File: src/logic/exec_pkg.sv
// Shared constants and types for the control and wide arithmetic execution unit
`default_nettype none
package exec_pkg;
    // ****************************************
    // Opcodes
    // ****************************************
    localparam logic [7:0] OP_IDLE       = 8'h00;
    localparam logic [7:0] OP_SUSPEND    = 8'h76;
    localparam logic [7:0] OP_IRQ_OFF    = 8'hF3;
    localparam logic [7:0] OP_IRQ_ON     = 8'hFB;
    localparam logic [7:0] OP_PREFIX     = 8'hED;
    localparam logic [7:0] OP_MODE0      = 8'h46;
    localparam logic [7:0] OP_MODE1      = 8'h56;
    localparam logic [7:0] OP_MODE2      = 8'h5E;
    localparam logic [7:0] OP_ADD_BASE   = 8'h09;
    localparam logic [7:0] OP_ADC_BASE   = 8'h4A;
    localparam logic [7:0] OP_SBC_BASE   = 8'h42;
    localparam logic [7:0] PAIR_MASK     = 8'hCF;
    localparam int         PAIR_LSB      = 4;

    // ****************************************
    // Pair select codes and interrupt modes
    // ****************************************
    localparam logic [1:0] PAIR_ONE      = 2'h0;
    localparam logic [1:0] PAIR_TWO      = 2'h1;
    localparam logic [1:0] PAIR_ACCUM    = 2'h2;
    localparam logic [1:0] PAIR_STACK    = 2'h3;
    localparam logic [1:0] IRQ_MODE_0    = 2'h0;
    localparam logic [1:0] IRQ_MODE_1    = 2'h1;
    localparam logic [1:0] IRQ_MODE_2    = 2'h2;
    localparam logic [15:0] MODE1_TARGET = 16'h0038;

    // ****************************************
    // Timing in T states, one clock each
    // ****************************************
    localparam logic [3:0] T_ONE_M       = 4'h4;
    localparam logic [3:0] T_ADD16       = 4'hB;
    localparam logic [3:0] T_EXT16_TAIL  = 4'hB;
    localparam logic [3:0] T_MODE_TAIL   = 4'h4;

    // ****************************************
    // Reset values
    // ****************************************
    localparam logic [15:0] RST_WORD     = 16'h0000;
    localparam logic [7:0]  RST_BYTE     = 8'h00;

    typedef enum logic [2:0] {
        S_START, S_FETCH, S_EXEC, S_IACK, S_PUSH_HI, S_PUSH_LO, S_VEC_LO, S_VEC_HI
    } exec_state_e;
endpackage
`default_nettype wire

File: src/logic/alu16_if.sv
// Operand and result bundle between the sequencer and the 16-bit adder
`default_nettype none
interface alu16_if;
    logic [15:0] lhs;
    logic [15:0] rhs;
    logic        carry_in;
    logic        subtract;
    logic [15:0] result;
    logic        half;
    logic        carry;
    logic        overflow;
    modport seq  (output lhs, rhs, carry_in, subtract, input result, half, carry, overflow);
    modport unit (input lhs, rhs, carry_in, subtract, output result, half, carry, overflow);
endinterface
`default_nettype wire

File: src/logic/cpu_control_and_wide_arith_exec.sv
// Sequencer for control instructions, interrupt modes and 16-bit arithmetic
// Functional notes
// - Opcode 00 idles four T states, nothing changes
// - Opcode 76 suspends until interrupt or reset
// - Suspended, keep idle fetches and refresh strobes
// - F3 clears both enable flops in four T
// - Disabled: ignore interrupt request until enable
// - FB sets both interrupt enable flops
// - No acceptance during enable or next instruction
// - ED 46 picks mode zero; peripheral supplies instruction
// - Mode zero: first byte on acknowledge, rest normal
// - ED 56 picks mode one: restart at 0038
// - ED 5E picks vectored mode, base forms high
// - Vectored: read table entry, call its address
// - Add selected pair to accumulator pair, 11 T
// - Add with carry into accumulator pair, 15 T
// - Add with carry sets all six flags
// - Subtract pair and carry from accumulator, 15 T
// - Subtract with borrow flags, subtract flag set
`default_nettype none
module cpu_control_and_wide_arith_exec
    import exec_pkg::*;
(
    // Clock and reset
    input  wire logic        clk_sys,
    input  wire logic        rst_n,
    // System bus
    output var  logic [15:0] mem_addr,
    output var  logic        mem_read,
    output var  logic        mem_write,
    output var  logic [7:0]  mem_wdata,
    output var  logic        irq_ack,
    output var  logic        refresh_strobe,
    input  wire logic        mem_valid,
    input  wire logic [7:0]  mem_rdata,
    // Interrupt request pin
    input  wire logic        maskable_irq_req,
    // Register preload
    input  wire logic        load_en,
    input  wire logic [1:0]  load_sel,
    input  wire logic [15:0] load_data,
    input  wire logic        base_load_en,
    input  wire logic [7:0]  base_load_data,
    // Visible state
    output var  logic [15:0] program_counter,
    output var  logic [15:0] pair_one,
    output var  logic [15:0] pair_two,
    output var  logic [15:0] accum_pair,
    output var  logic [15:0] stack_pointer,
    output var  logic [7:0]  vector_base_reg,
    output var  logic        sign_flag,
    output var  logic        zero_flag,
    output var  logic        half_carry_flag,
    output var  logic        parity_overflow_flag,
    output var  logic        subtract_flag,
    output var  logic        carry_flag,
    output var  logic        int_enable_ff_main,
    output var  logic        int_enable_ff_shadow,
    output var  logic [1:0]  irq_mode,
    output var  logic        suspended
);
    typedef struct packed {
        exec_state_e st;
        logic        halted;
        logic        prefix;
        logic        ei_block;
        logic [7:0]  opcode;
        logic [3:0]  tcnt;
        logic [3:0]  tlen;
        logic [15:0] pc;
        logic [15:0] p_one;
        logic [15:0] p_two;
        logic [15:0] p_acc;
        logic [15:0] sp;
        logic [7:0]  vbase;
        logic [7:0]  vec;
        logic [7:0]  tmp_lo;
        logic        f_s;
        logic        f_z;
        logic        f_h;
        logic        f_pv;
        logic        f_n;
        logic        f_c;
        logic        iff_main;
        logic        iff_shadow;
        logic [1:0]  mode;
        logic        irq_s1;
        logic        irq_s2;
        logic [15:0] addr;
        logic        rd;
        logic        wr;
        logic [7:0]  wdata;
        logic        iack;
        logic        refresh;
    } exec_s;

    exec_s       q;
    exec_s       d;
    logic [1:0]  rst_pipe;
    logic        rst_sync_n;
    logic        done;
    logic        is_add;
    logic        is_adc;
    logic        is_sbc;
    alu16_if     alu ();

    // ****************************************
    // Decode helpers
    // ****************************************
    function automatic logic pair_op(input logic [7:0] op, input logic [7:0] base);
        pair_op = (op & PAIR_MASK) == base;
    endfunction

    function automatic logic [3:0] instr_len(input logic pfx, input logic [7:0] op);
        if (!pfx) begin
            instr_len = pair_op(op, OP_ADD_BASE) ? T_ADD16 : T_ONE_M;
        end else begin
            instr_len = (pair_op(op, OP_ADC_BASE) || pair_op(op, OP_SBC_BASE)) ?
                        T_EXT16_TAIL : T_MODE_TAIL;
        end
    endfunction

    function automatic logic [15:0] pair_value(input exec_s s, input logic [1:0] code);
        case (code)
            PAIR_ONE:   pair_value = s.p_one;
            PAIR_TWO:   pair_value = s.p_two;
            PAIR_ACCUM: pair_value = s.p_acc;
            default:    pair_value = s.sp;
        endcase
    endfunction

    // ****************************************
    // Reset release
    // ****************************************
    always_ff @(posedge clk_sys or negedge rst_n) begin
        if (!rst_n) begin
            rst_pipe <= 2'b00;
        end else begin
            rst_pipe <= {rst_pipe[0], 1'b1};
        end
    end
    assign rst_sync_n = rst_pipe[1];

    // ****************************************
    // Adder hookup
    // ****************************************
    assign is_add        = !q.prefix && pair_op(q.opcode, OP_ADD_BASE);
    assign is_adc        = q.prefix && pair_op(q.opcode, OP_ADC_BASE);
    assign is_sbc        = q.prefix && pair_op(q.opcode, OP_SBC_BASE);
    assign alu.lhs       = q.p_acc;
    assign alu.rhs       = pair_value(q, q.opcode[PAIR_LSB +: 2]);
    assign alu.carry_in  = (is_adc || is_sbc) && q.f_c;
    assign alu.subtract  = is_sbc;

    alu16 adder (.bus(alu));

    // ****************************************
    // Next state
    // ****************************************
    always_comb begin
        d         = q;
        done      = 1'b0;
        d.irq_s1  = maskable_irq_req;
        d.irq_s2  = q.irq_s1;
        d.refresh = 1'b0;
        if (load_en) begin
            case (load_sel)
                PAIR_ONE:   d.p_one = load_data;
                PAIR_TWO:   d.p_two = load_data;
                PAIR_ACCUM: d.p_acc = load_data;
                default:    d.sp    = load_data;
            endcase
        end
        if (base_load_en) begin
            d.vbase = base_load_data;
        end
        case (q.st)
            S_START: begin
                d.st = S_FETCH;
            end
            S_FETCH, S_IACK: begin
                if (mem_valid) begin
                    if (q.st == S_IACK && q.mode != IRQ_MODE_0) begin
                        d.vec = mem_rdata;
                        d.st  = S_PUSH_HI;
                    end else begin
                        // Suspended fetches run as idle cycles; the byte is dropped
                        d.opcode  = q.halted ? OP_IDLE : mem_rdata;
                        d.tlen    = instr_len(q.prefix, d.opcode);
                        d.tcnt    = 4'h1;
                        d.st      = S_EXEC;
                        d.refresh = 1'b1;
                        if (q.st == S_FETCH && !q.halted) begin
                            d.pc = q.pc + 16'h0001;
                        end
                    end
                end
            end
            S_EXEC: begin
                if (q.tcnt == q.tlen - 4'h1) begin
                    done   = 1'b1;
                    d.st   = S_FETCH;
                    d.prefix = 1'b0;
                    if (!q.prefix) begin
                        case (q.opcode)
                            OP_IDLE: begin
                            end
                            OP_SUSPEND: d.halted = 1'b1;
                            OP_IRQ_OFF: begin
                                d.iff_main   = 1'b0;
                                d.iff_shadow = 1'b0;
                            end
                            OP_IRQ_ON: begin
                                d.iff_main   = 1'b1;
                                d.iff_shadow = 1'b1;
                            end
                            OP_PREFIX: d.prefix = 1'b1;
                            default: begin
                                if (is_add) begin
                                    d.p_acc = alu.result;
                                    d.f_h   = alu.half;
                                    d.f_c   = alu.carry;
                                    d.f_n   = 1'b0;
                                end
                            end
                        endcase
                    end else begin
                        case (q.opcode)
                            OP_MODE0: d.mode = IRQ_MODE_0;
                            OP_MODE1: d.mode = IRQ_MODE_1;
                            OP_MODE2: d.mode = IRQ_MODE_2;
                            default: begin
                                if (is_adc || is_sbc) begin
                                    d.p_acc = alu.result;
                                    d.f_s   = alu.result[15];
                                    d.f_z   = alu.result == RST_WORD;
                                    d.f_h   = alu.half;
                                    d.f_pv  = alu.overflow;
                                    d.f_n   = is_sbc;
                                    d.f_c   = alu.carry;
                                end
                            end
                        endcase
                    end
                    // Enable shadow spans the whole next instruction, prefix included
                    if (!d.prefix) begin
                        d.ei_block = !q.prefix && q.opcode == OP_IRQ_ON;
                        // Shadow ends with the next instruction: acceptance allowed at its end
                        if (q.irq_s2 && d.iff_main && !d.ei_block) begin
                            d.st         = S_IACK;
                            d.halted     = 1'b0;
                            d.iff_main   = 1'b0;
                            d.iff_shadow = 1'b0;
                        end
                    end
                end else begin
                    d.tcnt = q.tcnt + 4'h1;
                end
            end
            S_PUSH_HI: begin
                if (mem_valid) begin
                    d.st = S_PUSH_LO;
                end
            end
            S_PUSH_LO: begin
                if (mem_valid) begin
                    d.sp = q.sp - 16'h0002;
                    if (q.mode == IRQ_MODE_1) begin
                        d.pc = MODE1_TARGET;
                        d.st = S_FETCH;
                    end else begin
                        d.st = S_VEC_LO;
                    end
                end
            end
            S_VEC_LO: begin
                if (mem_valid) begin
                    d.tmp_lo = mem_rdata;
                    d.st     = S_VEC_HI;
                end
            end
            S_VEC_HI: begin
                if (mem_valid) begin
                    d.pc = {mem_rdata, q.tmp_lo};
                    d.st = S_FETCH;
                end
            end
            default: begin
                d.st = S_FETCH;
            end
        endcase
        // Bus request follows the state being entered
        d.rd   = 1'b0;
        d.wr   = 1'b0;
        d.iack = 1'b0;
        case (d.st)
            S_FETCH: begin
                d.rd   = 1'b1;
                d.addr = d.pc;
            end
            S_IACK: begin
                d.rd   = 1'b1;
                d.iack = 1'b1;
            end
            S_PUSH_HI: begin
                d.wr    = 1'b1;
                d.addr  = d.sp - 16'h0001;
                d.wdata = d.pc[15:8];
            end
            S_PUSH_LO: begin
                d.wr    = 1'b1;
                d.addr  = d.sp - 16'h0002;
                d.wdata = d.pc[7:0];
            end
            S_VEC_LO: begin
                d.rd   = 1'b1;
                d.addr = {d.vbase, d.vec};
            end
            S_VEC_HI: begin
                d.rd   = 1'b1;
                d.addr = {d.vbase, d.vec} + 16'h0001;
            end
            default: begin
            end
        endcase
    end

    always_ff @(posedge clk_sys or negedge rst_sync_n) begin
        if (!rst_sync_n) begin
            q <= '0;
        end else begin
            q <= d;
        end
    end

    // ****************************************
    // Outputs
    // ****************************************
    assign mem_addr             = q.addr;
    assign mem_read             = q.rd;
    assign mem_write            = q.wr;
    assign mem_wdata            = q.wdata;
    assign irq_ack              = q.iack;
    assign refresh_strobe       = q.refresh;
    assign program_counter      = q.pc;
    assign pair_one             = q.p_one;
    assign pair_two             = q.p_two;
    assign accum_pair           = q.p_acc;
    assign stack_pointer        = q.sp;
    assign vector_base_reg      = q.vbase;
    assign sign_flag            = q.f_s;
    assign zero_flag            = q.f_z;
    assign half_carry_flag      = q.f_h;
    assign parity_overflow_flag = q.f_pv;
    assign subtract_flag        = q.f_n;
    assign carry_flag           = q.f_c;
    assign int_enable_ff_main   = q.iff_main;
    assign int_enable_ff_shadow = q.iff_shadow;
    assign irq_mode             = q.mode;
    assign suspended            = q.halted;
endmodule
`default_nettype wire

File: src/logic/alu16.sv
// 16-bit adder and subtracter with half carry and overflow
`default_nettype none
module alu16
    import exec_pkg::*;
(
    // Operands and results
    alu16_if.unit  bus
);
    logic [16:0] full;
    logic [12:0] low;
    logic [15:0] rhs_eff;

    // ****************************************
    // Arithmetic
    // ****************************************
    always_comb begin
        rhs_eff = bus.subtract ? ~bus.rhs : bus.rhs;
        if (bus.subtract) begin
            // Borrow taken as inverted carry of a + ~b + ~cin
            full = {1'b0, bus.lhs} + {1'b0, rhs_eff} + {16'h0000, ~bus.carry_in};
            low  = {1'b0, bus.lhs[11:0]} + {1'b0, rhs_eff[11:0]} + {12'h000, ~bus.carry_in};
            bus.carry = ~full[16];
            bus.half  = ~low[12];
        end else begin
            full = {1'b0, bus.lhs} + {1'b0, rhs_eff} + {16'h0000, bus.carry_in};
            low  = {1'b0, bus.lhs[11:0]} + {1'b0, rhs_eff[11:0]} + {12'h000, bus.carry_in};
            bus.carry = full[16];
            bus.half  = low[12];
        end
        bus.result   = full[15:0];
        bus.overflow = (bus.lhs[15] == rhs_eff[15]) && (full[15] != bus.lhs[15]);
    end
endmodule
`default_nettype wire

File: config.mk
export PLATFORM = sky130hd
export DESIGN_NAME = cpu_control_and_wide_arith_exec
export DESIGN_NICKNAME = d
export VERILOG_FILES = /design/src/logic/exec_pkg.sv /design/src/logic/alu16_if.sv /design/src/logic/cpu_control_and_wide_arith_exec.sv /design/src/logic/alu16.sv
export SDC_FILE = /design/constraint.sdc
export NUM_CORES = 1
export LEC_CHECK = 0
export BUFFER_PORTS_ARGS = -buffer_cell sky130_fd_sc_hd__buf_2
export CAP_MARGIN = 10
export CORE_UTILIZATION = 40
export CTS_CLUSTER_DIAMETER = 40
export DETAILED_ROUTE_END_ITERATION = 12
export PLACE_DENSITY_LB_ADDON = 0.08
export SLEW_MARGIN = 30
export SYNTH_ARGS = -nofsm -noshare
export SYNTH_HDL_FRONTEND = slang
export SYNTH_SLANG_ARGS = --single-unit
File: constraint.sdc
create_clock -name clk_sys -period 13.2 [get_ports clk_sys]
set_input_delay 1.98 -clock clk_sys [delete_from_list [all_inputs] [get_ports clk_sys]]
set_output_delay 1.98 -clock clk_sys [all_outputs]
set_load 0.05 [all_outputs]
==> results by group <==
Finish
  – Layout cell share with drive strength beyond 1: ~24%
  – Commonest cells after routing, fill and taps aside: buf_2 (166), dfrtp_1 (164), nand2_1 (121)
  – Register with the most flip-flops: q
  – Design area: around 12000 sq um
  – Synthesis-to-layout area growth: 8.48%
  – Diode count: 0
  – Nets@finish: ~1400
  – Fill cells: 2884
  – Most common cell after layout, fill and taps aside: buf_2
  – Number of flip-flops in the largest register: 35

Synth
  – Number of synthesized flops with an enable pin: 0
  – Post-synthesis cell type count: 94
  – Async SR Flop Fraction: 100%
  – Avg Synthesized Cell Area: 9.18 sq um
  – Cell area after synthesis: 11500 sq um
  – Synth Warn #: 0
  – Sequential area share after synthesis: 36.1%
  – Main synth FF type: dfrtp_1
  – Synth Register Bits: around 170
  – Synthesized Nets: between 1000 and 1500
  – Post-Synthesis Cells: 1248

CTS
  – Clock Latency Late Sink: about 0.44 ns
  – Clk root buf: clkbuf_16
  – Clock Path Buffers: 2
  – CTS buffer count: 17
  – Post-CTS Resized: 0
  – Setup bufs post-CTS: 0
  – Reg clk slew, reported paths: 0.08 ns
  – Sink Count: 165
  – CTS tree: done
  – Cts-stage hold buffer count: 0
  – H-tree lvl count: 4

Global route
  – Initial antenna violation count: 0
  – Vias in the first global route: 9142
  – All-Layer GR Usage: 23.8%
  – First-pass GRT wire length: 52.9 mm
  – Largest net degree at the start of global routing: 74
  – Total global routing overflow: 0

Timing
  – Worst Max-Slew Pin Slew: 0.828 ns
  – Rel. slew slack: 44.6%
  – # setup viols final: 0
  – Worst Skew: 0.0183 ns
  – Fmax: about 0.19 GHz
  – Fin crit share: 39.1%
  – Unrepaired setup endpoints after global routing: false
  – Max-slew violations: 0
  – Minimum clock period: roughly 5.2 ns
  – Setup TNS: 0 ns
  – Final Hold Fails: 0

Drt
  – Drt pass-1 iters: 5
  – Wire per inst: 20.5 microns
  – WL final: 34.3 mm
  – DRC viols: 0
  – Antenna Nets Post-Route: 0
  – Vias: around 9400
  – Vias per cell: between 5 and 6
  – DR iter-0 viols: between 500 and 600

Placement
  – Post-place instance area: 11800 sq um
  – Final HPWL DP: 25.5 mm
  – Buffers on Ports: 166
  – Placer congestion estimate: approximately 0.86

Critical path
  – Max FO, Critical Path: 15
  – Type of origin of the critical path: flop
  – Critical path required time: about 14 ns
  – Reg-to-Reg Start: q[156]$_DFFE_PN0P_
  – Worst Setup End Kind: flop
  – Critical Path AT: around 5.5 ns
  – Crit path launch: q[156]$_DFFE_PN0P_
  – Critical path class: reg -> reg

Floorplanning
  – Die X: 171 microns
  – Die outline height: 171 microns
  – Die area: 29300 sq um
  – FP Rows: between 60 and 70
  – Core Region: 27900 sq um
  – Initial Util: 41.0%
  – Io pins: 167

Job
  – Max-cap violations: 0

Power
  – Power Density: 273 nW/um^2
  – Leak pwr: around 0.0057 uW
  – Worst vdd ir: 0.000160 V

Min path
  – Hold/Removal Path Class: reg -> async

Run status
  – Status: finished, final reports clean
==> cell families (layout without fill, tap and decap cells) <==
kind of cell | after synthesis | in the layout | share of synthesized area, %
fa+ha+maj | 31 | 31 | 3.45
compound gates | 262 | 262 | 15.4
xor+xnor | 72 | 72 | 5.57
buf+inv | 219 | 266 | 11.0
mux | 97 | 97 | 10.9
other cells | 1 | 1 | 0.0327
simple gates | 401 | 401 | 17.6
flops | 165 | 165 | 36.1
==> critical path, cell delays in order (launching register included) <==
cell      delay (ns)
dfrtp_1         0.79
buf_4           0.37
mux4_2          0.54
xor2_1          0.15
ha_1            0.18
inv_1           0.05
fa_1            0.40
nand3b_1        0.25
a211oi_1        0.38
nor3_1          0.17
xnor2_1         0.37
o311a_1         0.37
nand3_2         0.13
o31a_1          0.30
or3_1           0.36
a31o_1          0.21
==> area by class of cell <==
cell class / count / area (sq um) / area share [%]
timing repair buffer: 180 / 943 / 7.59
tap: 378 / 473 / 3.81
sequential: 165 / 4130 / 33.3
multi-input combinational: 864 / 6070 / 48.9
inverter: 54 / 203 / 1.63
clock buffer: 19 / 433 / 3.49
clock inverter: 13 / 169 / 1.36
==> cell usage after synthesis, types with 15 or more instances <==
| cell type | n | area (sq um) |
|---|---|---|
| dfrtp_1 | 165 | 4130 |
| a21oi_1 | 58 | 290 |
| nand4_1 | 19 | 119 |
| buf_4 | 115 | 863 |
| nand2_1 | 121 | 454 |
| a21o_1 | 15 | 113 |
| mux2i_1 | 24 | 240 |
| nor2_1 | 89 | 334 |
| xnor2_1 | 37 | 324 |
| ha_1 | 30 | 375 |
| mux2_2 | 56 | 631 |
| xor2_1 | 34 | 298 |
| mux4_2 | 16 | 360 |
| nor3_1 | 40 | 200 |
| nand3_1 | 33 | 165 |
| o21ai_0 | 56 | 280 |
| clkbuf_1 | 39 | 146 |
| inv_1 | 51 | 191 |
==> where the power goes <==
part / internal, uW / switching, uW / total [uW]
Clock: 301 / 229 / 530
Combinational: 674 / 1340 / 2020
Sequential: 649 / 197 / 846
Total: 1620 / 1770 / 3390
==> stage by stage <==
step	std cells	hold WS, ns	power, uW	utilization, %	worst slack [ns]
finish	1673	0.273	3390	44.5	8.04
global route	1673	0.327	3610	44.5	7.65
CTS	1673	0.297	3400	44.5	7.99
detailed placement	1641	0.293	2850	42.3	7.89
global placement	1640	0.292	2850	42.3	7.99
floorplan	1248	0.331	2490	-	8.26
==> layer usage <==
metal,global-route usage [%],wire (microns)
met4,6.83,698
met5,0,0
met2,39.8,16500
met1,32.2,15700
met3,3.13,1410
==> final timing paths <==
check                      slack, ns  depth (start not counted)                       end
hold reg to reg                 0.27                          0     zero_flag$_DFFE_PN0P_
setup / recovery                8.04                         15    carry_flag$_DFFE_PN0P_
min in group clk_sys            0.35                          0     rst_pipe[1]$_DFF_PN0_
setup reg to reg                8.04                         15    carry_flag$_DFFE_PN0P_
hold / removal                  0.27                          0     zero_flag$_DFFE_PN0P_
max in group asynchronous      11.71                          1  mem_addr[10]$_DFFE_PN0P_
No activity file was read; power rests on OpenSTA's default activity.
